File: src/enc_pos_pkg.sv
package enc_pos_pkg;

  // ****************************************
  // register indices, byte address = 4 x index
  // ****************************************
  localparam logic [7:0] IDX_MASK = 8'h37;
  localparam logic [7:0] IDX_CONFIG = 8'h38;
  localparam logic [7:0] IDX_COUNT = 8'h39;
  localparam logic [7:0] IDX_FACTOR = 8'h3A;
  localparam logic [7:0] IDX_FLAGS = 8'h3B;
  localparam logic [7:0] IDX_CAPTURE = 8'h3C;
  localparam logic [7:0] IDX_THRESH = 8'h3D;

  // ****************************************
  // field positions and widths
  // ****************************************
  localparam int CFG_POL_A = 0;
  localparam int CFG_POL_B = 1;
  localparam int CFG_POL_N = 2;
  localparam int CFG_SKIP_QUAD = 3;
  localparam int CFG_CONT = 4;
  localparam int CFG_ONCE = 5;
  localparam int CFG_EDGE_LSB = 6;
  localparam int CFG_CLR_COUNT = 8;
  localparam int CFG_LATCH_RAMP = 9;
  localparam int CFG_DECIMAL = 10;
  localparam int CFG_WIDTH = 11;
  localparam int FLAG_INDEX = 0;
  localparam int FLAG_SLIP = 1;
  localparam int FLAG_WIDTH = 2;
  localparam int THRESH_WIDTH = 20;
  localparam int FRAC_WIDTH = 16;

  // ****************************************
  // reset values and constants
  // ****************************************
  localparam logic [31:0] FACTOR_RST = 32'h0001_0000;
  localparam logic [31:0] COUNT_RST = 32'h0000_0000;
  localparam logic [31:0] CAPTURE_RST = 32'h0000_0000;
  localparam logic [19:0] THRESH_RST = 20'h0_0000;
  localparam logic [10:0] CFG_RST = 11'h000;
  localparam logic [1:0] FLAGS_RST = 2'h0;
  localparam logic [1:0] MASK_RST = 2'h0;
  localparam logic [17:0] DEC_BASE = 18'h0_2710;

  typedef enum logic [1:0] {
    EDGE_LEVEL = 2'h0,
    EDGE_RISE = 2'h1,
    EDGE_FALL = 2'h2,
    EDGE_BOTH = 2'h3
  } edge_mode_t;

endpackage

File: src/step_accum.sv
`timescale 1ns/10ps

module step_accum (
  // operands
  input wire logic [31:0] count_in,
  input wire logic [15:0] frac_in,
  input wire logic [31:0] factor_in,
  input wire logic dec_in,
  input wire logic up_in,
  // result
  output logic [31:0] count_out,
  output logic [15:0] frac_out
);

  always_comb
  begin
    logic [47:0] fix;
    logic [47:0] ext;
    logic [31:0] whole;
    logic [17:0] dsum;
    logic carry;
    fix = 48'h0000_0000_0000;
    dsum = 18'h0_0000;
    carry = 1'h0;
    whole = {{16{factor_in[31]}}, factor_in[31:16]};
    // signed 16.16 factor sign-extended onto the 32.16 count
    ext = {{16{factor_in[31]}}, factor_in};
    if (up_in)
    begin
      fix = {count_in, frac_in} + ext;
      dsum = {2'h0, frac_in} + {2'h0, factor_in[15:0]};
      carry = (dsum >= enc_pos_pkg::DEC_BASE);
      if (carry)
      begin
        dsum = dsum - enc_pos_pkg::DEC_BASE;
      end
    end
    else
    begin
      fix = {count_in, frac_in} - ext;
      dsum = {2'h0, frac_in} - {2'h0, factor_in[15:0]};
      carry = dsum[17];
      if (carry)
      begin
        dsum = dsum + enc_pos_pkg::DEC_BASE;
      end
    end
    // decimal fraction counts in 1/10000, wraps by one base only
    if (dec_in)
    begin
      count_out = up_in ? count_in + whole + {31'h0000_0000, carry}
                        : count_in - whole - {31'h0000_0000, carry};
      frac_out = dsum[15:0];
    end
    else
    begin
      count_out = fix[47:16];
      frac_out = fix[15:0];
    end
  end

endmodule // step_accum

File: src/quad_front.sv
`timescale 1ns/10ps

module quad_front (
  // clock and reset
  input wire logic clk_in,
  input wire logic rst_in,
  // encoder pins, asynchronous
  input wire logic a_in,
  input wire logic b_in,
  input wire logic n_in,
  // index configuration
  input wire logic pol_a_in,
  input wire logic pol_b_in,
  input wire logic pol_n_in,
  input wire logic skip_quadrature_match_in,
  input wire enc_pos_pkg::edge_mode_t edge_mode_in,
  // decoded events
  output logic step_out,
  output logic up_out,
  output logic index_out
);

  typedef struct packed {
    logic [2:0] meta;
    logic [2:0] sync;
    logic [1:0] ab_prev;
    logic match_prev;
    logic [2:0] prime;
  } front_state_t;

  front_state_t s;
  front_state_t next_s;
  logic match;

  always_comb
  begin
    next_s = s;
    next_s.meta = {n_in, b_in, a_in};
    next_s.sync = s.meta;
    next_s.ab_prev = s.sync[1:0];
    // pins are only trusted once both sync stages and the history are filled
    next_s.prime = {s.prime[1:0], 1'h1};
    match = (s.sync[2] == pol_n_in) &&
            (skip_quadrature_match_in ||
             ((s.sync[0] == pol_a_in) && (s.sync[1] == pol_b_in)));
    next_s.match_prev = match;
    step_out = s.prime[2] &&
               ((s.sync[0] ^ s.ab_prev[0]) ^ (s.sync[1] ^ s.ab_prev[1]));
    up_out = s.sync[0] ^ s.ab_prev[1];
    unique case (edge_mode_in)
      enc_pos_pkg::EDGE_LEVEL: index_out = match;
      enc_pos_pkg::EDGE_RISE: index_out = match & ~s.match_prev;
      enc_pos_pkg::EDGE_FALL: index_out = ~match & s.match_prev;
      enc_pos_pkg::EDGE_BOTH: index_out = match ^ s.match_prev;
    endcase
    index_out = index_out & s.prime[2];
  end

  always_ff @(posedge clk_in or posedge rst_in)
  begin
    if (rst_in)
    begin
      s <= '0;
    end
    else
    begin
      s <= next_s;
    end
  end
endmodule // quad_front

File: src/encoder_position_monitor.sv
// Functional notes
// - step factor is signed sixteen-dot-sixteen
// - each encoder step adds or subtracts factor
// - factor resets to one, one count per step
// - decimal select bit picks fraction base
// - index sets flag bit 0, write-one clears
// - slip flag bit 1 sticks while slipping
// - index copies count into capture register
// - twenty-bit slip threshold register
// - exceeding threshold warns, zero disables check
// - count is signed, readable and writable
// - decimal fraction 1/10000, binary 1/65536
// - continuous or one-shot capture, optional clear
// - index needs N polarity match, plus A and B unless skipped
`timescale 1ns/10ps

module encoder_position_monitor #(
  parameter int ADR_WIDTH = 10
) (
  // clock and reset
  input wire logic MCLK_IN,
  input wire logic RST_IN,
  // wishbone slave
  input wire logic WB_CYC_IN,
  input wire logic WB_STB_IN,
  input wire logic WB_WE_IN,
  input wire logic [ADR_WIDTH-1:0] WB_ADR_IN,
  input wire logic [3:0] WB_SEL_IN,
  input wire logic [31:0] WB_DAT_IN,
  output logic [31:0] WB_DAT_OUT,
  output logic WB_ACK_OUT,
  // encoder pins
  input wire logic ENC_A_IN,
  input wire logic ENC_B_IN,
  input wire logic ENC_N_IN,
  // ramp generator
  input wire logic [31:0] RAMP_POSITION_IN,
  // interrupt
  output logic IRQ_OUT
);

  // ****************************************
  // state
  // ****************************************
  typedef struct packed {
    logic ack;
    logic [31:0] rdata;
    logic [enc_pos_pkg::CFG_WIDTH-1:0] cfg;
    logic [31:0] count;
    logic [15:0] frac;
    logic [31:0] factor;
    logic [enc_pos_pkg::FLAG_WIDTH-1:0] flags;
    logic [enc_pos_pkg::FLAG_WIDTH-1:0] mask;
    logic [31:0] capture;
    logic [enc_pos_pkg::THRESH_WIDTH-1:0] thresh;
    logic once_armed;
    logic irq;
  } mon_state_t;

  mon_state_t s;
  mon_state_t next_s;

  // ****************************************
  // helpers
  // ****************************************
  function automatic logic [31:0] merge_bytes(
    input logic [31:0] old,
    input logic [31:0] wdat,
    input logic [3:0] sel
  );
    for (int i = 0; i < 4; i++)
    begin
      merge_bytes[8*i +: 8] = sel[i] ? wdat[8*i +: 8] : old[8*i +: 8];
    end
  endfunction

  function automatic logic [32:0] abs_gap(
    input logic [31:0] x,
    input logic [31:0] y
  );
    logic [32:0] d;
    d = {x[31], x} - {y[31], y};
    abs_gap = d[32] ? (33'h0_0000_0000 - d) : d;
  endfunction

  function automatic logic [31:0] read_word(
    input logic [7:0] idx,
    input mon_state_t st
  );
    unique case (idx)
      enc_pos_pkg::IDX_MASK: read_word = {30'h0000_0000, st.mask};
      enc_pos_pkg::IDX_CONFIG: read_word = {21'h00_0000, st.cfg};
      enc_pos_pkg::IDX_COUNT: read_word = st.count;
      enc_pos_pkg::IDX_FACTOR: read_word = st.factor;
      enc_pos_pkg::IDX_FLAGS: read_word = {30'h0000_0000, st.flags};
      enc_pos_pkg::IDX_CAPTURE: read_word = st.capture;
      enc_pos_pkg::IDX_THRESH: read_word = {12'h000, st.thresh};
      default: read_word = 32'h0000_0000;
    endcase
  endfunction

  // ****************************************
  // encoder front end and accumulator
  // ****************************************
  logic qf_step;
  logic qf_up;
  logic qf_index;
  logic [31:0] acc_count;
  logic [15:0] acc_frac;

  quad_front u_front (
    .clk_in(MCLK_IN),
    .rst_in(RST_IN),
    .a_in(ENC_A_IN),
    .b_in(ENC_B_IN),
    .n_in(ENC_N_IN),
    .pol_a_in(s.cfg[enc_pos_pkg::CFG_POL_A]),
    .pol_b_in(s.cfg[enc_pos_pkg::CFG_POL_B]),
    .pol_n_in(s.cfg[enc_pos_pkg::CFG_POL_N]),
    .skip_quadrature_match_in(s.cfg[enc_pos_pkg::CFG_SKIP_QUAD]),
    .edge_mode_in(enc_pos_pkg::edge_mode_t'(s.cfg[enc_pos_pkg::CFG_EDGE_LSB +: 2])),
    .step_out(qf_step),
    .up_out(qf_up),
    .index_out(qf_index)
  );

  step_accum u_accum (
    .count_in(s.count),
    .frac_in(s.frac),
    .factor_in(s.factor),
    .dec_in(s.cfg[enc_pos_pkg::CFG_DECIMAL]),
    .up_in(qf_up),
    .count_out(acc_count),
    .frac_out(acc_frac)
  );

  // ****************************************
  // bus decode and event logic
  // ****************************************
  logic [7:0] idx;
  logic req;
  logic wr;
  logic [31:0] wdat;
  logic capture_now;
  logic clear_now;
  logic slip_cond;
  logic wr_count;
  logic wr_flags;
  logic wr_cfg;
  logic [31:0] cfg_merged;
  logic [31:0] thresh_merged;

  // the deviation check runs on the registered count, one cycle behind
  assign slip_cond = (s.thresh != 20'h0_0000) &&
                     (abs_gap(s.count, RAMP_POSITION_IN) >
                      {13'h0000, s.thresh});
  assign idx = WB_ADR_IN[9:2];
  assign req = WB_CYC_IN && WB_STB_IN;
  // writes land on the edge where ack is seen, as the master expects
  assign wr = req && WB_WE_IN && s.ack;
  assign wr_count = wr && (idx == enc_pos_pkg::IDX_COUNT);
  assign wr_flags = wr && (idx == enc_pos_pkg::IDX_FLAGS);
  assign wr_cfg = wr && (idx == enc_pos_pkg::IDX_CONFIG);
  assign capture_now = qf_index &&
                       (s.cfg[enc_pos_pkg::CFG_CONT] || s.once_armed);
  assign clear_now = capture_now && s.cfg[enc_pos_pkg::CFG_CLR_COUNT];
  assign cfg_merged = merge_bytes({21'h00_0000, s.cfg}, WB_DAT_IN, WB_SEL_IN);
  assign thresh_merged = merge_bytes({12'h000, s.thresh}, WB_DAT_IN, WB_SEL_IN);

  always_comb
  begin
    next_s = s;
    next_s.ack = req && !s.ack;
    wdat = WB_DAT_IN;
    if (req && !s.ack)
    begin
      next_s.rdata = read_word(idx, s);
    end

    if (qf_step)
    begin
      next_s.count = acc_count;
      next_s.frac = acc_frac;
    end

    if (capture_now)
    begin
      next_s.capture = s.count;
      next_s.once_armed = 1'h0;
    end
    if (clear_now)
    begin
      next_s.count = 32'h0000_0000;
      next_s.frac = 16'h0000;
    end

    if (wr)
    begin
      unique case (idx)
        enc_pos_pkg::IDX_MASK:
        begin
          next_s.mask = wdat[enc_pos_pkg::FLAG_WIDTH-1:0] & {2{WB_SEL_IN[0]}};
          next_s.mask = next_s.mask | (s.mask & {2{!WB_SEL_IN[0]}});
        end
        enc_pos_pkg::IDX_CONFIG:
        begin
          next_s.cfg = cfg_merged[enc_pos_pkg::CFG_WIDTH-1:0];
          // one-shot arms after any event in this same cycle
          next_s.once_armed = next_s.cfg[enc_pos_pkg::CFG_ONCE];
        end
        enc_pos_pkg::IDX_COUNT:
        begin
          // software write wins over a step or index clear
          next_s.count = merge_bytes(s.count, wdat, WB_SEL_IN);
          next_s.frac = 16'h0000;
        end
        enc_pos_pkg::IDX_FACTOR:
        begin
          next_s.factor = merge_bytes(s.factor, wdat, WB_SEL_IN);
        end
        enc_pos_pkg::IDX_FLAGS:
        begin
          next_s.flags = s.flags &
                         ~(wdat[enc_pos_pkg::FLAG_WIDTH-1:0] & {2{WB_SEL_IN[0]}});
        end
        enc_pos_pkg::IDX_THRESH:
        begin
          next_s.thresh = thresh_merged[enc_pos_pkg::THRESH_WIDTH-1:0];
        end
        default:
        begin
          next_s.mask = s.mask;
        end
      endcase
    end

    // events are applied after clears so a same-cycle set survives
    if (qf_index)
    begin
      next_s.flags[enc_pos_pkg::FLAG_INDEX] = 1'h1;
    end
    if (slip_cond)
    begin
      next_s.flags[enc_pos_pkg::FLAG_SLIP] = 1'h1;
    end
    next_s.irq = |(next_s.flags & next_s.mask);
  end

  always_ff @(posedge MCLK_IN or posedge RST_IN)
  begin
    if (RST_IN)
    begin
      s.ack <= 1'h0;
      s.rdata <= 32'h0000_0000;
      s.cfg <= enc_pos_pkg::CFG_RST;
      s.count <= enc_pos_pkg::COUNT_RST;
      s.frac <= 16'h0000;
      s.factor <= enc_pos_pkg::FACTOR_RST;
      s.flags <= enc_pos_pkg::FLAGS_RST;
      s.mask <= enc_pos_pkg::MASK_RST;
      s.capture <= enc_pos_pkg::CAPTURE_RST;
      s.thresh <= enc_pos_pkg::THRESH_RST;
      s.once_armed <= 1'h0;
      s.irq <= 1'h0;
    end
    else
    begin
      s <= next_s;
    end
  end

  assign WB_DAT_OUT = s.rdata;
  assign WB_ACK_OUT = s.ack;
  assign IRQ_OUT = s.irq;
endmodule // encoder_position_monitor

File: config.mk
export PLATFORM = sky130hd
export DESIGN_NAME = encoder_position_monitor
export DESIGN_NICKNAME = d
export VERILOG_FILES = /design/src/enc_pos_pkg.sv /design/src/step_accum.sv /design/src/quad_front.sv /design/src/encoder_position_monitor.sv
export SDC_FILE = /design/constraint.sdc
export NUM_CORES = 1
export LEC_CHECK = 0
export BUFFER_PORTS_ARGS = -buffer_cell sky130_fd_sc_hd__buf_2
export CAP_MARGIN = 20
export CORE_MARGIN = 1
export CORE_UTILIZATION = 45
export DETAILED_ROUTE_END_ITERATION = 8
export PLACE_DENSITY = 0.72
export SKIP_CTS_REPAIR_TIMING = 1
export SYNTH_ARGS = -nofsm -noshare
export SYNTH_HDL_FRONTEND = slang
export SYNTH_HIERARCHICAL = 1
export SYNTH_SLANG_ARGS = --single-unit
File: constraint.sdc
create_clock -name MCLK_IN -period 18.55 [get_ports MCLK_IN]
set_input_delay 3.71 -clock MCLK_IN [delete_from_list [all_inputs] [get_ports MCLK_IN]]
set_output_delay 3.71 -clock MCLK_IN [all_outputs]
set_load 0.1 [all_outputs]
==> impl_summary.log <==
[metrics] outcome: complete, but fails checks
[metrics] failing checks: design-rule violations
[metrics] Worst Hold End: u_front/next_s[5]
[metrics] ratio of total power to cell area: about 130 mW/mm^2
[metrics] clock period minus final worst setup slack: 9.200 ns
[metrics] Chip Width: 226.3 um
[metrics] clock insertion delay at the later pin of the skew report: 0.46 ns
[metrics] top layer used by detailed routing: met5
[metrics] class of the most critical hold timing path: reg -> reg
[metrics] CP Max Fanout: 10
[metrics] main area contributors after synthesis: dfrtp_1, ha_1, a21oi_1
[metrics] initial antenna violation count: 2
[metrics] number of synthesized flops with an enable pin: 0
[metrics] slew of the pin with the lowest slew margin: 1.045 ns
[metrics] CP Data Arrival Time: 9.51 ns
[metrics] total CTS buffers: 17
[metrics] largest voltage drop on the vdd net: between 0.09 and 0.1 mV
[metrics] ratio of routed vias to standard cells: 6.245
[metrics] clock tree buffer depth: 2
[metrics] worst hold margin: 0.3566 ns
[metrics] syn nets: 3140
[metrics] final hold violations: 0
[metrics] synth cell count leaders: inv_1, a21oi_1, ha_1, nor2_1, nand2_1
[metrics] final wirelength: 73.70 mm
[metrics] routed metal-1 wirelength: 32.27 mm
[metrics] Synth top area share: 0.2133
[metrics] Critical R2R Launch: s[58]
[metrics] Remaining Overflow, GRT: 0
[metrics] synthesized area: 0.02264 mm^2
[metrics] most frequent cell on the critical path: a21oi_1
[metrics] FFs w/ async S/R, synth: 1.000
[metrics] number of endpoints failing setup at the final stage: 0
[metrics] Worst Path Class, Setup: in -> reg
[metrics] proportion of layout cells with a drive suffix above 1: 0.1179
[metrics] depth of the worst register-to-register path: 31
[metrics] vias in the first global route: 20860
[metrics] fill cell count: 4784
[metrics] Yosys warning count: 6
[metrics] total of flip-flops plus latches after synthesis: 194
[metrics] drt initial violations: 2049
[metrics] HPWL Detailed: 58.13 mm
[metrics] met3 wire length: 4.767 mm
[metrics] die height: 226.3 um
[metrics] post-synthesis instance total: 2820
[metrics] most frequent cell after synthesis: inv_1
[metrics] cell chosen for the clock root: clkbuf_16
[metrics] final period utilization: 0.4960
[metrics] number of I/O port buffers: approximately 120
[metrics] post-synthesis area per instance: ~8 um^2
[metrics] kind of end point of the critical path: register
[metrics] TritonCTS clock tree: built
[metrics] highest clock frequency the design can meet: 108.7 MHz
[metrics] number of nets with antenna violations after routing: 0
[metrics] worst clock skew on the final layout: around 0.015 ns
[metrics] final estimated routing congestion in global placement: 0.9618
[metrics] global router's overall resource usage: 0.2858
[metrics] startpoint of the worst hold path: u_front/next_s[7]
[metrics] Detailed Routing Iterations Pass 1: 9
[metrics] pins over their slew limit: 0
[metrics] Top FF cell, synth: dfrtp_1
[metrics] max_slew headroom: 0.2969
[metrics] clock-pin transition on the worst setup and hold timing paths: 0.08 ns
[metrics] Reg2Reg Capture Point: s[137]
[metrics] number of clock sinks: 194
[metrics] cell chain of the critical path: buf_2 -> ha_1 -> fa_1 -> nand2b_2 -> a21oi_2 -> o21a_1 -> o21ai_0 -> a222oi_1 -> nand2_1 -> nor4_1 -> a21oi_1 -> xor2_1 -> ha_1 -> nand4_1 -> nor3_1 -> nand2_1 -> a21oi_1 -> o31a_1 -> o41ai_1 -> nor4b_2 -> a21oi_1
[metrics] CP Data Required Time: 18.86 ns
[metrics] Seq/Total Area, Yosys: 0.2145
[metrics] H-Tree Depth: 4
[metrics] P&R area growth vs syn: 6.919%
[metrics] worst setup slack before clock tree synthesis: 8.998 ns
[metrics] length of routed met2 wiring: 34.26 mm
[metrics] DR DRC count: 1
[metrics] pin count of the biggest net entering global routing: 110
[metrics] layout net count: ~3200
[metrics] leakage power of the design: 11.58 nW
[metrics] routed vias: 21950
[metrics] number of maximum-capacitance constraint violations: 0
[metrics] first-pass GRT wire length: 115.2 mm
[metrics] worst-case setup margin in the final layout: between 9 and 10 ns
[metrics] slowest cell on the critical path: nor4_1
[metrics] number of core rows: roughly 80
[metrics] CP peak stage delay: roughly 0.70 ns
[metrics] Die Outline Area: 0.05122 mm^2
[metrics] IO Count: 120
[metrics] register-to-register path setup slack: 10.48 ns
[metrics] number of distinct library cells after synthesis: between 100 and 150
[metrics] cell count of the worst hold path: 0
[metrics] detailed-route wire length per cell: about 21 um
[metrics] Initial Utilization: 0.4597
[metrics] Worst setup SP type: input pin
[metrics] Yosys top cell by area: dfrtp_1
[metrics] final standard cell area without fillers: 0.02421 mm^2
[metrics] Core Area: 0.04925 mm^2
[metrics] RSZ-0062 raised after global routing: false
[metrics] standard cell area after detailed placement: 0.02357 mm^2
[metrics] TNS Setup: 0 ns
placed cells by master, fill, tap and decap left out, drive strengths merged, types with 11 or more instances in the layout:
| master | count |
|---|---|
| clkbuf | 19 |
| buf | 141 |
| nor4 | 28 |
| mux2 | 82 |
| o211ai | 30 |
| o21a | 39 |
| nand3 | 37 |
| nand2b | 34 |
| o21bai | 19 |
| a2111oi | 11 |
| o21ai | 201 |
| a211o | 13 |
| o22ai | 12 |
| a21o | 77 |
| nor3 | 60 |
| inv | 254 |
| or3 | 23 |
| dfrtp | 193 |
| nor2 | 230 |
| xor2 | 64 |
| and2 | 22 |
| a31oi | 26 |
| mux2i | 45 |
| a21boi | 11 |
| nand4 | 28 |
| o31ai | 23 |
| nand2 | 203 |
| and3 | 16 |
| a222oi | 54 |
| a211oi | 33 |
| ha | 228 |
| xnor2 | 134 |
| a221oi | 13 |
| or2 | 16 |
| a21oi | 243 |
| nor2b | 25 |
through the flow:
step                cells  power, mW    util
global placement     3480      2.704  0.4782
finish               3515      3.185  0.4915
global route         3515      3.437  0.4915
CTS                  3513      3.146  0.4909
detailed placement   3481      2.750  0.4785
floorplan            2820      2.229       -
where the power goes:
part           leakage (nW)  internal, mW  switching (mW)
logic                  8.74         0.895            1.32
registers              2.55         0.464           0.118
clock network         0.297         0.197           0.186
per-layer routing:
metal / vias to the layer above / track usage
met5: - / 0
li1: 10310 / -
met3: 123 / 0.03369
met2: 845 / 0.4734
met1: 10670 / 0.3822
met4: 2 / 0.1018
worst max-delay path: cells and delay by family:
kind                     cells  cell delay [ns]
AND/OR/NAND/NOR              7             2.27
AO/OA/AOI/OAI                9             2.25
adder cells (fa/ha/maj)      3             0.97
XOR/XNOR                     1             0.17
buffers and inverters        1             0.11
final cells by class:
class                           instances  area (um^2)  share of cell area
Timing Repair Buffer                  141        805.8             0.03329
Inverter                              248        935.9             0.03866
Multi-Input combinational cell       2235        16170              0.6679
Clock inverter                         13        165.2            0.006822
Clock buffer                           19        442.9             0.01830
Antenna cell                            1        2.502           0.0001034
Sequential cell                       194         4857              0.2006
Tap cell                              664        830.8             0.03432
worst max-delay path by stage:
stage / cells past startpoint / slack [ns] / start / end
after global routing: 21 / 9.17 / RAMP_POSITION_IN[0] / IRQ_OUT
after CTS: 21 / 9.44 / RAMP_POSITION_IN[0] / IRQ_OUT
after floorplan: 1 / 9.90 / RST_IN / IRQ_OUT
after detailed placement: 21 / 9.00 / RAMP_POSITION_IN[0] / IRQ_OUT
after global placement: 21 / 9.13 / RAMP_POSITION_IN[0] / s[57]
final: 21 / 9.35 / RAMP_POSITION_IN[0] / IRQ_OUT
logic make-up (layout without fill, tap and decap cells):
kind of cell             Yosys count  in the layout  share of synthesized area
XOR/XNOR                         198            198                    0.07692
other                              1              2                  0.0001656
AND/OR/NAND/NOR                  769            769                     0.1682
flip-flops                       194            194                     0.2145
buffers and inverters            391            421                    0.07422
AO/OA/AOI/OAI                    906            906                     0.2739
adder cells (fa/ha/maj)          234            234                     0.1313
multiplexers                     127            127                    0.06084
state kept, by name (all words and copies together) (netlist names):
register        cells
IRQ_OUT             1
u_front/s           5
WB_ACK_OUT          1
u_front/next_s      7
s                 148
WB_DAT_OUT         32
Note: power is estimated with default switching activity, not from simulation.
